<file path="config.mk">
export PLATFORM = sky130hd
export DESIGN_NAME = calibration_sequencer
export DESIGN_NICKNAME = d
export VERILOG_FILES = /design/src/rtl/request_qualifier.v /design/src/rtl/cycle_timer.v /design/src/rtl/calibration_sequencer.v
export VERILOG_INCLUDE_DIRS = /design/src /design/src/inc
export SDC_FILE = /design/constraint.sdc
export NUM_CORES = 1
export LEC_CHECK = 0
export ABC_AREA = 1
export ABC_CLOCK_PERIOD_IN_PS = 5000
export BUFFER_PORTS_ARGS = -buffer_cell sky130_fd_sc_hd__buf_2
export CORE_ASPECT_RATIO = 0.5
export CORE_UTILIZATION = 50
export DETAILED_ROUTE_END_ITERATION = 12
export GPL_TIMING_DRIVEN = 0
export PLACE_DENSITY = 0.77
export SLEW_MARGIN = 20
export SYNTH_ARGS = -nofsm -noshare
export SYNTH_HDL_FRONTEND = slang
export SYNTH_HIERARCHICAL = 1
export SYNTH_SLANG_ARGS = --single-unit
</file>
<file path="constraint.sdc">
create_clock -name aclk -period 5 [get_ports aclk]
set_input_delay 0.5 -clock aclk [delete_from_list [all_inputs] [get_ports aclk]]
set_output_delay 0.5 -clock aclk [all_outputs]
set_load 0.02 [all_outputs]
</file>
<file path="src/inc/cal_seq_defines.vh">
// Purpose: shared constants of the calibration sequencer
// Assumes: included by its bare name from every design file except the cycle timer
// Notes: offsets are byte addresses on the register bus
`ifndef CAL_SEQ_DEFINES_VH
`define CAL_SEQ_DEFINES_VH

// ----------------------------------------------------------------
// register offsets
// ----------------------------------------------------------------
`define REG_CTRL 8'h00
`define REG_STATUS 8'h04
`define REG_INT_STATUS 8'h08
`define REG_INT_MASK 8'h0C
`define REG_TRIM_LEN 8'h10

// ----------------------------------------------------------------
// field positions
// ----------------------------------------------------------------
`define CTRL_EXT_MODE 0
`define CTRL_DES_MODE 1
`define CTRL_W 2
`define STAT_IN_PROGRESS 0
`define STAT_POWERED_DOWN 1
`define STAT_OVERFLOW 2
`define STAT_SETTLED 3
`define STAT_ANALOG_PD 4
`define STAT_W 5
`define IRQ_TRIM_START 0
`define IRQ_TRIM_DONE 1
`define IRQ_OVERFLOW 2
`define IRQ_REQ_IGNORED 3
`define IRQ_W 4

// ----------------------------------------------------------------
// reset values
// ----------------------------------------------------------------
`define CTRL_RESET 2'h0
`define INT_MASK_RESET 4'h0
`define TRIM_LEN_RESET 16'h0400

// ----------------------------------------------------------------
// timing
// ----------------------------------------------------------------
`define QUAL_CYCLES 80
`define CLK_PERIOD_NS 25
`define SETTLE_NS 100
`define SETTLE_CYCLES ((`SETTLE_NS + `CLK_PERIOD_NS - 1) / `CLK_PERIOD_NS)
`define DLY_SHORT_CYCLES 24'h000400
`define DLY_LONG_CYCLES 24'h010000

`endif

</file>
<file path="src/rtl/request_qualifier.v">
// Purpose: synchronise the trim request pin and qualify low/high intervals
// Assumes: req_pin is asynchronous to aclk
// Notes: trigger is a one-cycle pulse on the last qualifying high cycle
`timescale 1ns/100ps
`default_nettype none
`include "cal_seq_defines.vh"

module request_qualifier #(
  parameter QUAL = `QUAL_CYCLES
) (
  // clock and reset
  input wire aclk,
  input wire aresetn,
  // pin side
  input wire req_pin,
  // results
  output wire req_level,
  output reg trigger
);

  reg req_meta;
  reg req_sync;
  reg [7:0] low_cnt;
  reg [7:0] high_cnt;
  reg armed;

  assign req_level = req_sync;

  // two flops before anything looks at the pin
  always @(posedge aclk)
  begin
    if (!aresetn)
    begin
      req_meta <= 1'b1;
      req_sync <= 1'b1;
    end
    else
    begin
      req_meta <= req_pin;
      req_sync <= req_meta;
    end
  end

  // a high that ends early sends the low count back to one, so noise
  // can never add up to a trigger across several short pulses
  always @(posedge aclk)
  begin
    if (!aresetn)
    begin
      low_cnt <= 8'h00;
      high_cnt <= 8'h00;
      armed <= 1'b0;
      trigger <= 1'b0;
    end
    else
    begin
      trigger <= 1'b0;
      if (!req_sync)
      begin
        high_cnt <= 8'h00;
        if (high_cnt != 8'h00)
        begin
          armed <= 1'b0;
          low_cnt <= 8'h01;
        end
        else if (low_cnt == QUAL[7:0] - 8'h01)
          armed <= 1'b1;
        else
          low_cnt <= low_cnt + 8'h01;
      end
      else
      begin
        low_cnt <= 8'h00;
        if (armed)
        begin
          if (high_cnt == QUAL[7:0] - 8'h01)
          begin
            trigger <= 1'b1;
            armed <= 1'b0;
            high_cnt <= 8'h00;
          end
          else
            high_cnt <= high_cnt + 8'h01;
        end
      end
    end
  end

endmodule
`default_nettype wire

</file>
<file path="src/rtl/cycle_timer.v">
// Purpose: loadable down counter with a pause input
// Assumes: load_value of zero behaves as one
// Notes: done is a one-cycle pulse when the count runs out
`timescale 1ns/100ps
`default_nettype none

module cycle_timer #(
  parameter W = 24
) (
  // clock and reset
  input wire aclk,
  input wire aresetn,
  // control
  input wire load,
  input wire [W-1:0] load_value,
  input wire run,
  // status
  output reg busy,
  output reg done
);

  reg [W-1:0] cnt;

  always @(posedge aclk)
  begin
    if (!aresetn)
    begin
      cnt <= {W{1'b0}};
      busy <= 1'b0;
      done <= 1'b0;
    end
    else
    begin
      done <= 1'b0;
      if (load)
      begin
        cnt <= load_value;
        busy <= 1'b1;
      end
      else if (run && busy)
      begin
        if (cnt <= {{(W-1){1'b0}}, 1'b1})
        begin
          busy <= 1'b0;
          done <= 1'b1;
        end
        else
          cnt <= cnt - {{(W-1){1'b0}}, 1'b1};
      end
    end
  end

endmodule
`default_nettype wire

</file>
<file path="src/rtl/calibration_sequencer.v">
// Purpose: self-trim sequencing, output tri-state and range flag of a dual converter
// Assumes: aclk is the converter sample clock; registers over AXI4-Lite
// Notes: trim length is software-set; delays are parameters
//
// Function
// trim request needs 80 low cycles then 80 high cycles; shorter ignored.
// trim starts 80 cycles after the qualified rising of the request.
// request high at power-up skips power-on trim until qualified sequence.
// trim_in_progress is high for the whole trim and low otherwise.
// data and output clock are tri-stated while trim runs.
// outputs re-enable after trim; receiver waits about 100ns to settle.
// controller watches trim_in_progress instead of assuming a duration.
// trim runs at power-up and on command; same whether clock early or late.
// power-on trim waits a delay picked by trim_delay_select.
// power-up delay counter halts while full_power_down is high.
// extended control mode forces the short power-up delay.
// analog stays powered down while the sample clock is absent at power-up.
// controller leaves dual-edge mode before requesting a trim.
// controller should trim 20 s after power-up and on temperature change.
// range flag high (negative leg low) while either bus result clips.
// controller must not pulse data_clock_sync_reset during a trim.
// power-down raised during trim takes effect when trim completes.
// trim requests are ignored entirely while powered down.
// request pin is synchronised before its intervals are counted.
//
// Local design decisions: the AXI4-Lite register port and the placing of the registers.
`timescale 1ns/100ps
`default_nettype none
`include "cal_seq_defines.vh"

module calibration_sequencer #(
  parameter [23:0] SHORT_DELAY = `DLY_SHORT_CYCLES,
  parameter [23:0] LONG_DELAY = `DLY_LONG_CYCLES
) (
  // clock and reset
  input wire aclk,
  input wire aresetn,
  // axi4-lite write
  input wire [7:0] s_axi_awaddr,
  input wire s_axi_awvalid,
  output reg s_axi_awready,
  input wire [31:0] s_axi_wdata,
  input wire [3:0] s_axi_wstrb,
  input wire s_axi_wvalid,
  output reg s_axi_wready,
  output reg [1:0] s_axi_bresp,
  output reg s_axi_bvalid,
  input wire s_axi_bready,
  // axi4-lite read
  input wire [7:0] s_axi_araddr,
  input wire s_axi_arvalid,
  output reg s_axi_arready,
  output reg [31:0] s_axi_rdata,
  output reg [1:0] s_axi_rresp,
  output reg s_axi_rvalid,
  input wire s_axi_rready,
  // control pins
  input wire self_trim_request,
  input wire trim_delay_select,
  input wire full_power_down,
  input wire sample_clock_alive,
  // converter core results, same clock
  input wire signed [9:0] bus_a_result,
  input wire signed [9:0] bus_b_result,
  // outputs
  output reg trim_in_progress,
  output reg analog_power_down,
  output reg [7:0] bus_a_data,
  output reg [7:0] bus_b_data,
  output reg data_oe_n,
  output reg output_data_clock_oe_n,
  output reg range_overflow_p,
  output reg range_overflow_n,
  output reg irq
);

  // ----------------------------------------------------------------
  // states
  // ----------------------------------------------------------------
  localparam [2:0] ST_STRAP = 3'h0;
  localparam [2:0] ST_DELAY = 3'h1;
  localparam [2:0] ST_IDLE = 3'h2;
  localparam [2:0] ST_TRIM = 3'h3;
  localparam [2:0] ST_PD = 3'h4;

  reg [2:0] state;
  reg [1:0] strap_cnt;
  reg pd_meta;
  reg pd_sync;
  reg dly_meta;
  reg dly_sync;
  reg alive_meta;
  reg alive_sync;
  reg [`CTRL_W-1:0] ctrl;
  reg [`IRQ_W-1:0] int_status;
  reg [`IRQ_W-1:0] int_mask;
  reg [15:0] trim_len;
  reg [2:0] settle_cnt;
  reg settled;
  reg [7:0] aw_addr;
  reg aw_held;
  reg [31:0] w_data;
  reg [3:0] w_strb;
  reg w_held;
  reg [`IRQ_W-1:0] next_int_status;
  reg [`IRQ_W-1:0] events;
  reg overflow_now;
  reg dly_load;
  reg trim_load;
  wire req_level;
  wire trigger;
  wire dly_busy;
  wire dly_done;
  wire trim_busy;
  wire trim_done;
  wire [23:0] dly_value;
  wire rd_int_status;

  // ----------------------------------------------------------------
  // helpers
  // ----------------------------------------------------------------
  function is_mapped;
    input [7:0] addr;
    begin
      is_mapped = (addr == `REG_CTRL) || (addr == `REG_STATUS) ||
                  (addr == `REG_INT_STATUS) || (addr == `REG_INT_MASK) ||
                  (addr == `REG_TRIM_LEN);
    end
  endfunction

  function [7:0] clip8;
    input signed [9:0] code;
    begin
      if (code < 10'sd0)
        clip8 = 8'h00;
      else if (code > 10'sd255)
        clip8 = 8'hFF;
      else
        clip8 = code[7:0];
    end
  endfunction

  // ----------------------------------------------------------------
  // pin synchronisers
  // ----------------------------------------------------------------
  always @(posedge aclk)
  begin
    if (!aresetn)
    begin
      pd_meta <= 1'b0;
      pd_sync <= 1'b0;
      dly_meta <= 1'b0;
      dly_sync <= 1'b0;
      alive_meta <= 1'b0;
      alive_sync <= 1'b0;
    end
    else
    begin
      pd_meta <= full_power_down;
      pd_sync <= pd_meta;
      dly_meta <= trim_delay_select;
      dly_sync <= dly_meta;
      alive_meta <= sample_clock_alive;
      alive_sync <= alive_meta;
    end
  end

  request_qualifier #(
    .QUAL(`QUAL_CYCLES)
  ) u_qual (
    .aclk(aclk),
    .aresetn(aresetn),
    .req_pin(self_trim_request),
    .req_level(req_level),
    .trigger(trigger)
  );

  // extended mode has no delay choice
  assign dly_value = (ctrl[`CTRL_EXT_MODE] || !dly_sync) ? SHORT_DELAY : LONG_DELAY;

  // the delay keeps counting with or without the sample clock flag,
  // so power-on trim lands at the same point either way
  cycle_timer #(
    .W(24)
  ) u_dly (
    .aclk(aclk),
    .aresetn(aresetn),
    .load(dly_load),
    .load_value(dly_value),
    .run(!pd_sync),
    .busy(dly_busy),
    .done(dly_done)
  );

  cycle_timer #(
    .W(16)
  ) u_trim (
    .aclk(aclk),
    .aresetn(aresetn),
    .load(trim_load),
    .load_value(trim_len),
    .run(1'b1),
    .busy(trim_busy),
    .done(trim_done)
  );

  // ----------------------------------------------------------------
  // sequencer
  // ----------------------------------------------------------------
  always @(posedge aclk)
  begin
    if (!aresetn)
    begin
      state <= ST_STRAP;
      strap_cnt <= 2'h0;
      dly_load <= 1'b0;
      trim_load <= 1'b0;
    end
    else
    begin
      dly_load <= 1'b0;
      trim_load <= 1'b0;
      case (state)
        ST_STRAP:
        begin
          // wait for the synchroniser to hold a real pin level
          strap_cnt <= strap_cnt + 2'h1;
          if (strap_cnt == 2'h3)
          begin
            if (req_level)
              state <= ST_IDLE;
            else
            begin
              dly_load <= 1'b1;
              state <= ST_DELAY;
            end
          end
        end
        ST_DELAY:
        begin
          if (trigger && !pd_sync)
          begin
            trim_load <= 1'b1;
            state <= ST_TRIM;
          end
          else if (dly_done)
          begin
            trim_load <= 1'b1;
            state <= ST_TRIM;
          end
        end
        ST_IDLE:
        begin
          if (pd_sync)
            state <= ST_PD;
          else if (trigger)
          begin
            trim_load <= 1'b1;
            state <= ST_TRIM;
          end
        end
        ST_TRIM:
        begin
          // power-down waits for the trim to finish
          if (trim_done)
            state <= pd_sync ? ST_PD : ST_IDLE;
        end
        ST_PD:
        begin
          if (!pd_sync)
            state <= ST_IDLE;
        end
        default:
          state <= ST_IDLE;
      endcase
    end
  end

  // ----------------------------------------------------------------
  // pin outputs
  // ----------------------------------------------------------------
  always @(posedge aclk)
  begin
    if (!aresetn)
    begin
      trim_in_progress <= 1'b0;
      analog_power_down <= 1'b1;
      data_oe_n <= 1'b1;
      output_data_clock_oe_n <= 1'b1;
      bus_a_data <= 8'h00;
      bus_b_data <= 8'h00;
      range_overflow_p <= 1'b0;
      range_overflow_n <= 1'b1;
      settle_cnt <= 3'h0;
      settled <= 1'b0;
    end
    else
    begin
      trim_in_progress <= (state == ST_TRIM) && !trim_done;
      analog_power_down <= (state == ST_PD) ||
                           ((state == ST_DELAY || state == ST_STRAP) && !alive_sync);
      // outputs tri-state during trim and power-down, back on once trim ends
      data_oe_n <= (state == ST_TRIM && !trim_done) || state == ST_PD;
      output_data_clock_oe_n <= (state == ST_TRIM && !trim_done) || state == ST_PD;
      bus_a_data <= clip8(bus_a_result);
      bus_b_data <= clip8(bus_b_result);
      range_overflow_p <= overflow_now;
      range_overflow_n <= !overflow_now;
      if (!data_oe_n)
      begin
        if (settle_cnt != `SETTLE_CYCLES)
          settle_cnt <= settle_cnt + 3'h1;
        settled <= (settle_cnt == `SETTLE_CYCLES);
      end
      else
      begin
        settle_cnt <= 3'h0;
        settled <= 1'b0;
      end
    end
  end

  always @*
  begin
    overflow_now = (bus_a_result < 10'sd0) || (bus_a_result > 10'sd255) ||
                   (bus_b_result < 10'sd0) || (bus_b_result > 10'sd255);
    events = {`IRQ_W{1'b0}};
    events[`IRQ_TRIM_START] = trim_load;
    events[`IRQ_TRIM_DONE] = trim_done;
    events[`IRQ_OVERFLOW] = overflow_now && !range_overflow_p;
    events[`IRQ_REQ_IGNORED] = trigger && (state == ST_PD || state == ST_TRIM ||
                                           (state != ST_IDLE && pd_sync));
    // a new event beats the clear-on-read in the same cycle
    next_int_status = (rd_int_status ? {`IRQ_W{1'b0}} : int_status) | events;
  end

  // ----------------------------------------------------------------
  // register bus
  // ----------------------------------------------------------------
  assign rd_int_status = s_axi_arvalid && s_axi_arready && (s_axi_araddr == `REG_INT_STATUS);

  always @(posedge aclk)
  begin
    if (!aresetn)
    begin
      s_axi_awready <= 1'b0;
      s_axi_wready <= 1'b0;
      s_axi_bvalid <= 1'b0;
      s_axi_bresp <= 2'h0;
      s_axi_arready <= 1'b0;
      s_axi_rvalid <= 1'b0;
      s_axi_rresp <= 2'h0;
      s_axi_rdata <= 32'h00000000;
      aw_addr <= 8'h00;
      aw_held <= 1'b0;
      w_data <= 32'h00000000;
      w_strb <= 4'h0;
      w_held <= 1'b0;
      ctrl <= `CTRL_RESET;
      int_mask <= `INT_MASK_RESET;
      trim_len <= `TRIM_LEN_RESET;
      int_status <= {`IRQ_W{1'b0}};
      irq <= 1'b0;
    end
    else
    begin
      int_status <= next_int_status;
      irq <= |(int_status & int_mask);
      s_axi_awready <= !aw_held && !s_axi_awready && !s_axi_bvalid;
      s_axi_wready <= !w_held && !s_axi_wready && !s_axi_bvalid;
      if (s_axi_awvalid && s_axi_awready)
      begin
        aw_addr <= s_axi_awaddr;
        aw_held <= 1'b1;
        s_axi_awready <= 1'b0;
      end
      if (s_axi_wvalid && s_axi_wready)
      begin
        w_data <= s_axi_wdata;
        w_strb <= s_axi_wstrb;
        w_held <= 1'b1;
        s_axi_wready <= 1'b0;
      end
      if (aw_held && w_held && !s_axi_bvalid)
      begin
        aw_held <= 1'b0;
        w_held <= 1'b0;
        s_axi_bvalid <= 1'b1;
        s_axi_bresp <= is_mapped(aw_addr) ? 2'h0 : 2'h2;
        if (aw_addr == `REG_CTRL)
          ctrl <= w_strb[0] ? w_data[`CTRL_W-1:0] : ctrl;
        if (aw_addr == `REG_INT_MASK)
          int_mask <= w_strb[0] ? w_data[`IRQ_W-1:0] : int_mask;
        if (aw_addr == `REG_TRIM_LEN)
          trim_len <= {w_strb[1] ? w_data[15:8] : trim_len[15:8],
                       w_strb[0] ? w_data[7:0] : trim_len[7:0]};
      end
      else if (s_axi_bvalid && s_axi_bready)
        s_axi_bvalid <= 1'b0;
      s_axi_arready <= !s_axi_arready && !s_axi_rvalid && !s_axi_arvalid ? 1'b1 :
                       (!s_axi_rvalid && !s_axi_arready);
      if (s_axi_arvalid && s_axi_arready)
      begin
        s_axi_arready <= 1'b0;
        s_axi_rvalid <= 1'b1;
        s_axi_rresp <= is_mapped(s_axi_araddr) ? 2'h0 : 2'h2;
        case (s_axi_araddr)
          `REG_CTRL: s_axi_rdata <= {30'h0, ctrl};
          `REG_STATUS: s_axi_rdata <= {27'h0, analog_power_down, settled,
                                       range_overflow_p, state == ST_PD, trim_in_progress};
          `REG_INT_STATUS: s_axi_rdata <= {28'h0, int_status};
          `REG_INT_MASK: s_axi_rdata <= {28'h0, int_mask};
          `REG_TRIM_LEN: s_axi_rdata <= {16'h0, trim_len};
          default: s_axi_rdata <= 32'h00000000;
        endcase
      end
      else if (s_axi_rvalid && s_axi_rready)
        s_axi_rvalid <= 1'b0;
    end
  end

endmodule
`default_nettype wire

</file>
==> impl_metrics.py, run 1 <==
metrics = {
    "power_and_ir_drop": {
        "seq_power_share_pct": 45.9,
        "power.leakage_nw": 4.93,
        "fin_total_pwr_mw": 3.36,
        "powerDensity_nw_per_um2": 321,
        "p_sw_share_pct": 30.5,
        "comb_power_share_pct": 13.6,
        "p_switching_mw": 1.03,
        "p_clk_share_pct": 40.6,
        "vdd_drop_max_uv": 269,
        "intPower_mw": 2.34,
    },
    "timing": {
        "setup-violations-final": 0,
        "finalCritPeriodShare_pct": 38.4,
        "max_clock_freq_ghz": 0.521,
        "worstMarginPinSlew_ps": 641,
        "final.setup_skew_ps": 10.1,
        "rsz0062_at_grt": "false",
        "setup_ws_ps": 3080,
        "finalMaxSlewViolations": 0,
        "worst_hold_slack_ps": 243,
        "tns_ps": 0,
        "slew_headroom_pct": 57.2,
        "hold_viol_final": 0,
        "fin_crit_ps": 1920,
    },
    "grt": {
        "grt_remaining_overflow": 0,
        "grt_pass1_vias": 7708,
        "antenna_found_initial": 1,
        "grt_max_degree": 23,
        "grt_use_total_pct": 24.9,
        "grt_pass1_wl_mm": 36.2,
    },
    "cells_and_area": {
        "utilization_pct": 60.2,
        "stdcell_count": 1707,
        "final_area_sq_um": 10500,
        "final_cell_mix": "257 x nand2_1, 252 x nor2_1, 180 x dfxtp_1",
        "layout.nets": 1553,
        "layout-drive-gt1-share_pct": 18.9,
        "seq_area_sq_um": 3600,
        "nFillCells": 1595,
        "multi_input_area_sq_um": 4540,
        "area_growth_pct": 17.8,
        "final_common_cell": "nand2_1",
        "diodes": 0,
    },
    "min_path": {
        "hold_depth": 3,
        "min-delay-start": "sample_clock_alive",
        "min_path_type": "in -> reg",
        "whs_endpoint": "alive_meta$_SDFF_PN0_",
    },
    "worst_setup_path": {
        "timing.rr.end": "u_dly/cnt[12]$_SDFFE_PN0P_",
        "cp_data_required_time_ps": 5340,
        "cp_data_arrival_time_ps": 2260,
        "worst_setup_path_end_kind": "flip-flop",
        "reg2reg_slack_ps": 3080,
        "timing.rr.start": "u_dly/cnt[0]$_SDFFE_PN0P_",
        "critical_path.max_fanout": 10,
        "r2r_cells": 12,
        "critPathKind": "reg -> reg",
        "cp-start-kind": "flip-flop",
    },
    "logic_synthesis": {
        "synthFlopType": "dfxtp_1",
        "ys_ff_latch": 180,
        "synth-async-reset-ratio_pct": 0,
        "postSynthCellCount": 1293,
        "synth-edff-count": 0,
        "yosys_warnings": 6,
        "yosysSeqAreaShare_pct": 40.5,
        "syn_avg_cell_area_sq_um": 6.88,
        "synthDistinctLibCells": 46,
        "netlist_area_sq_um": 8890,
    },
    "detailed_routing": {
        "drtIter0Drc": 756,
        "drc": 0,
        "first_pass_iters": 5,
        "viasPerCell": 5.08,
        "wl_mm": 22.5,
        "vias": 8664,
        "drtAntennaViolNets": 0,
        "wire_per_inst_um": 13.2,
    },
    "floorplan": {
        "initial_core_util_pct": 51.1,
        "fp.dieW_um": 191,
        "io_pins": 147,
        "core_sq_um": 17400,
        "rows": 34,
        "dieArea_sq_um": 18400,
        "fp.dieH_um": 96.3,
    },
    "placed_design": {
        "detailed_place_hpwl_mm": 16.6,
        "port_buffers": 108,
        "gp_congestion": 0.910,
        "placedCellCount": 1675,
        "post-place-ws_ps": 2910,
        "placed_area_sq_um": 9880,
    },
    "clock_tree": {
        "clkSinkCount": 180,
        "cts_setup_buffers": 0,
        "cts_tree": "done",
        "clk_pin_slew_worst_paths_ps": 80,
        "cts_root_buf": "clkbuf_16",
        "cts_hold_buf": 0,
        "cts_buffer_depth": 2,
        "cts_resized": 0,
        "clk-insertion-delay-late_ps": 430,
        "cts_made_buffers": 17,
        "htreeDepth": 4,
    },
    "run": {
        "timing.max_cap.violations": 0,
    },
    "run_status": {
        "status": "completed",
    },
}
[cells in the mapped netlist (4+ instances only)]
cell	count	area, sq um
nand2_1	257	965
nor2_1	252	946
dfxtp_1	180	3600
inv_1	100	375
o21ai_0	89	445
nand3_1	82	410
a21oi_1	79	395
nor2_2	28	175
buf_4	23	173
o21ai_1	23	115
clkbuf_1	19	71.3
inv_2	18	67.6
nand2_2	16	100
nand4_1	16	100
nor3_1	12	60.1
ha_1	10	125
nor2_4	9	101
buf_2	8	40.0
buf_6	7	78.8
nand3_2	6	60.1
or2_2	5	31.3
xor2_1	5	43.8
clkinv_1	4	15.0
nor3_2	4	40.0
[sequential cells by signal (all words and copies together), names as in the netlist, 4 cells and up]
name / count
bus_b_data: 8
trim_len: 16
u_trim/cnt: 16
u_qual/low_cnt: 8
s_axi_rdata: 16
u_dly/cnt: 24
u_qual/high_cnt: 8
int_status: 4
bus_a_data: 8
int_mask: 4
aw_addr: 8
w_data: 16
[metal layers]
layer / GRT usage [%] / vias up / wire [um]
met2: 43.4 / 270 / 10500
li1: - / 4409 / -
met1: 31.3 / 3946 / 10400
met5: 0 / - / 10
met4: 7.53 / 2 / 343
met3: 4.89 / 37 / 1270
[critical path, stage by stage (launching register included)]
cell     delay (ps)
dfxtp_1         420
inv_1           120
ha_1            250
or2_0           260
nand3_2          90
nor2_4           50
nand2_4          80
nand2_8         100
inv_6            90
buf_8           150
nand2_1          60
nor2_1          130
nor2_2           40
[area by class of cell]
class | count | area share (%)
timing repair buffer | 108 | 5.16
tap | 234 | 2.79
inverter | 124 | 4.51
clock inverter | 15 | 1.67
multi-input combinational | 965 | 43.4
buffer | 64 | 4.05
clock buffer | 17 | 4.06
sequential | 180 | 34.4
[power by group through the flow]
stage,sequential (mW),combinational [mW],clock [mW]
2_1_floorplan,1.59,0.302,0
3_3_place_gp,1.57,0.429,0
3_5_place_dp,1.57,0.442,0
4_1_cts,1.54,0.452,1.39
5_1_grt,1.55,0.506,1.45
6_report,1.54,0.456,1.36
[worst max path at each step]
stage | end | start | cells after the start | slack, ps
5_1_grt | u_dly/cnt[12]$_SDFFE_PN0P_ | u_dly/cnt[0]$_SDFFE_PN0P_ | 12 | 2900
2_1_floorplan | u_dly/cnt[12]$_SDFFE_PN0P_ | u_dly/cnt[0]$_SDFFE_PN0P_ | 12 | 3310
4_1_cts | u_dly/cnt[12]$_SDFFE_PN0P_ | u_dly/cnt[0]$_SDFFE_PN0P_ | 12 | 3070
3_3_place_gp | analog_power_down$_SDFF_PN1_ | aresetn | 4 | 2940
3_5_place_dp | analog_power_down$_SDFF_PN1_ | aresetn | 4 | 2910
6_report | u_dly/cnt[12]$_SDFFE_PN0P_ | u_dly/cnt[0]$_SDFFE_PN0P_ | 12 | 3080
[cells by family after synthesis]
kind of cell,count (synthesis),share of synthesized area [%]
DFF,180,40.5
xor gates and xnor gates,8,0.788
other,2,0.0844
and+or+nand+nor,701,35.3
adders and majority gates,10,1.41
AOI/OAI and AO/OA,204,11.8
buffers and inverters,188,10.1
Power figures use the tool's default switching activity.
==> run 2, diff against run 1 <==
--- a/config.mk
+++ b/config.mk
@@ -6,14 +6,14 @@
 export SDC_FILE = /design/constraint.sdc
 export NUM_CORES = 1
 export LEC_CHECK = 0
-export ABC_AREA = 1
-export ABC_CLOCK_PERIOD_IN_PS = 5000
+export ABC_AREA = 0
+export ABC_CLOCK_PERIOD_IN_PS = 1600
 export BUFFER_PORTS_ARGS = -buffer_cell sky130_fd_sc_hd__buf_2
 export CORE_ASPECT_RATIO = 0.5
 export CORE_UTILIZATION = 50
 export DETAILED_ROUTE_END_ITERATION = 12
 export GPL_TIMING_DRIVEN = 0
-export PLACE_DENSITY = 0.77
+export PLACE_DENSITY = 0.8
 export SLEW_MARGIN = 20
 export SYNTH_ARGS = -nofsm -noshare
 export SYNTH_HDL_FRONTEND = slang
==> constraint.sdc (replaced) <==
create_clock -name aclk -period 1.6 [get_ports aclk]
set_input_delay 0.16 -clock aclk [delete_from_list [all_inputs] [get_ports aclk]]
set_output_delay 0.16 -clock aclk [all_outputs]
set_load 0.02 [all_outputs]
==> impl_metrics.py, run 2 <==
metrics = {
    "worst_setup_path": {
        "cp_data_arrival_time_ps": 2480,
        "worst_setup_path_end_kind": "flip-flop",
        "cp_slowest_cell": "or4_1",
        "cpPeakStageDelay_ps": 500,
        "critPathKind": "reg -> reg",
        "cp-start-kind": "flip-flop",
        "timing.rr.start": "u_dly/cnt[0]$_SDFFE_PN0P_",
        "critical_path.max_fanout": 4,
        "worstPathCellList": "inv_2 > ha_4 > nor3b_4 > nand4_1 > or2_1 > or4_1 > a31oi_1",
        "cp_data_required_time_ps": 1940,
        "timing.rr.end": "u_dly/cnt[20]$_SDFFE_PN0P_",
        "reg2reg_slack_ps": -540,
        "r2r_cells": 7,
        "setup.worst_path.start": "u_dly/cnt[0]$_SDFFE_PN0P_",
    },
    "detailed_routing": {
        "vias": 8661,
        "wl_mm": 25.6,
        "drc": 0,
        "drtAntennaViolNets": 0,
        "wire_per_inst_um": 17.4,
        "first_pass_iters": 7,
        "viasPerCell": 5.90,
        "drtIter0Drc": 955,
    },
    "timing": {
        "hold_viol_final": 0,
        "slew_headroom_pct": 52.0,
        "rsz0062_at_grt": "true",
        "setup-violations-final": 62,
        "final.setup_skew_ps": 22.3,
        "fin_crit_ps": 2140,
        "max_clock_freq_ghz": 0.468,
        "finalCritPeriodShare_pct": 134,
        "worst_hold_slack_ps": 14.1,
        "setup_ws_ps": -538,
        "worstMarginPinSlew_ps": 710,
        "finalMaxSlewViolations": 0,
    },
    "min_path": {
        "hold_depth": 3,
        "min_path_type": "in -> reg",
        "whs_endpoint": "w_data[0]$_SDFFE_PN0P_",
        "min-delay-start": "s_axi_wdata[0]",
    },
    "run_status": {
        "failed_checks": "negative setup slack",
        "status": "finished, violations left",
    },
    "clock_tree": {
        "cts_buffer_depth": 2,
        "clk_pin_slew_worst_paths_ps": 80,
        "cts_root_buf": "clkbuf_16",
        "clk-insertion-delay-late_ps": 440,
        "cts_tree": "done",
        "htreeDepth": 4,
        "clkSinkCount": 180,
        "cts_made_buffers": 17,
    },
    "logic_synthesis": {
        "synth-edff-count": 0,
        "synth_top_cell_by_area": "dfxtp_1",
        "synthFlopType": "dfxtp_1",
        "yosys-top-cells-count": "180 x dfxtp_1, 125 x nand2_1, 82 x nor2_1, 75 x a21oi_1, 59 x o21ai_0",
        "yosys_warnings": 6,
        "synth-async-reset-ratio_pct": 0,
        "ys_ff_latch": 180,
        "postSynthCellCount": 980,
        "yosys-top-cells-area": "dfxtp_1 44%, nand2_1 5.7%, a21oi_1 4.6%",
        "synthDistinctLibCells": 85,
        "yosysSeqAreaShare_pct": 43.7,
        "synth.most_common_cell": "dfxtp_1",
        "synth_top_area_share_pct": 43.7,
        "netlist_area_sq_um": 8240,
        "syn_avg_cell_area_sq_um": 8.41,
    },
    "power_and_ir_drop": {
        "seq_power_share_pct": 46.6,
        "p_sw_share_pct": 28.6,
        "p_clk_share_pct": 40.0,
        "power.leakage_nw": 4.51,
        "p_switching_mw": 2.90,
        "intPower_mw": 7.26,
        "vdd_drop_max_uv": 744,
        "comb_power_share_pct": 13.5,
        "powerDensity_nw_per_um2": 903,
    },
    "cells_and_area": {
        "layout.nets": 1328,
        "final_cell_mix": "164 x dfxtp_1, 123 x nand2_1, 108 x buf_2",
        "largest_reg_flops": 24,
        "diodes": 0,
        "nFillCells": 1084,
        "layout-drive-gt1-share_pct": 28.5,
        "final_common_cell": "dfxtp_1",
        "regMostFlops": "u_dly/cnt",
        "final_area_sq_um": 11200,
        "seq_area_sq_um": 3630,
        "area_growth_pct": 36.5,
        "multi_input_area_sq_um": 4810,
    },
    "grt": {
        "grt_max_degree": 24,
        "antenna_found_initial": 0,
        "grt_use_total_pct": 29.0,
        "grt_pass1_vias": 8226,
        "grt_pass1_wl_mm": 39.6,
        "grt_remaining_overflow": 0,
    },
    "placed_design": {
        "detailed_place_hpwl_mm": 14.9,
        "gp_congestion": 0.950,
        "placed_area_sq_um": 9280,
        "port_buffers": 105,
    },
    "floorplan": {
        "core_sq_um": 15700,
        "fp.dieW_um": 184,
        "fp.dieH_um": 92.8,
        "initial_core_util_pct": 52.4,
        "rows": 32,
        "io_pins": 147,
        "dieArea_sq_um": 17000,
    },
    "run": {
        "timing.max_cap.violations": 0,
    },
}
[run 2: cell types whose count changed after synthesis, moves of 18 or more]
cell	delta
nor2_1	-170
inv_2	-18
inv_1	-77
nand2_1	-132
nand3_1	-34
clkbuf_1	+25
nor2_2	-28
o21ai_1	-22
o21ai_0	-30
[run 2: cell type report]
class	count	area share [%]
multi-input combinational	743	42.7
timing repair buffer	201	13.1
tap	221	2.46
clock inverter	15	1.26
inverter	24	0.845
sequential	180	32.3
clock buffer	17	3.78
buffer	68	3.54
[run 2: power by group through the flow]
stage | clock, mW | sequential, mW | combinational [mW]
3_5_place_dp | 0 | 4.82 | 1.03
6_report | 4.06 | 4.73 | 1.37
5_1_grt | 4.27 | 4.75 | 1.47
3_3_place_gp | 0 | 4.81 | 1.01
2_1_floorplan | 0 | 4.85 | 0.690
4_1_cts | 4.05 | 4.72 | 1.26
[run 2: worst max path at each step]
stage	endpoint	slack (ps)	cells after the start
2_1_floorplan	u_dly/cnt[20]$_SDFFE_PN0P_	-350	4
3_3_place_gp	u_dly/cnt[17]$_SDFFE_PN0P_	-730	7
3_5_place_dp	u_dly/cnt[17]$_SDFFE_PN0P_	-670	7
4_1_cts	u_dly/cnt[20]$_SDFFE_PN0P_	-420	4
5_1_grt	u_dly/cnt[21]$_SDFFE_PN0P_	-540	6
6_report	u_dly/cnt[20]$_SDFFE_PN0P_	-540	7
[run 2: worst max-delay path: cells and delay by family, from the launching register on]
family,cells,cell delay (ps)
simple gates,4,1240
flops,1,360
compound gates,1,220
fa+ha+maj,1,160
buf+inv,1,80
[run 2: cell families (layout without fill, tap and decap cells)]
group           count (synthesis)  count (layout)  synth area share [%]
compound gates                255             255                  19.8
mux                            11              11                  1.41
xor+xnor                        5               5                 0.531
other cells                     2              43                0.0911
fa+ha+maj                      10              10                  1.52
flops                         180             180                  43.7
simple gates                  418             419                  27.1
buf+inv                        99             325                  5.80
[run 2: what timing repair did]
action,CTS,global route
hold buffers,46,0
setup buffers,34,14
endpoints found under the hold margin,46,0
pin swaps,48,25
cloned,3,1
endpoints found under the setup margin,73,84
resized for setup,85,61
[run 2: routing by layer]
| layer | part of all wire (%) | vias up | GRT usage (%) |
|---|---|---|---|
| met1 | 41 | 4053 | 34.9 |
| met5 | 0 | - | 0 |
| met3 | 7.5 | 97 | 6.25 |
| met2 | 49 | 497 | 49.9 |
| met4 | 3.0 | 0 | 12.7 |
| li1 | - | 4014 | - |
[run 2: metrics by stage]
step | worst slack (ps) | total power [mW] | utilization, % | setup TNS (ps) | std cells
2_1_floorplan | -351 | 5.54 | - | -8560 | 1021
3_3_place_gp | -726 | 5.82 | 59.0 | -29030 | 1347
3_5_place_dp | -671 | 5.85 | 59.0 | -29890 | 1347
4_1_cts | -419 | 10.0 | 69.4 | -13060 | 1457
5_1_grt | -539 | 10.5 | 71.5 | -21050 | 1469
6_report | -538 | 10.2 | 71.5 | -17630 | 1469
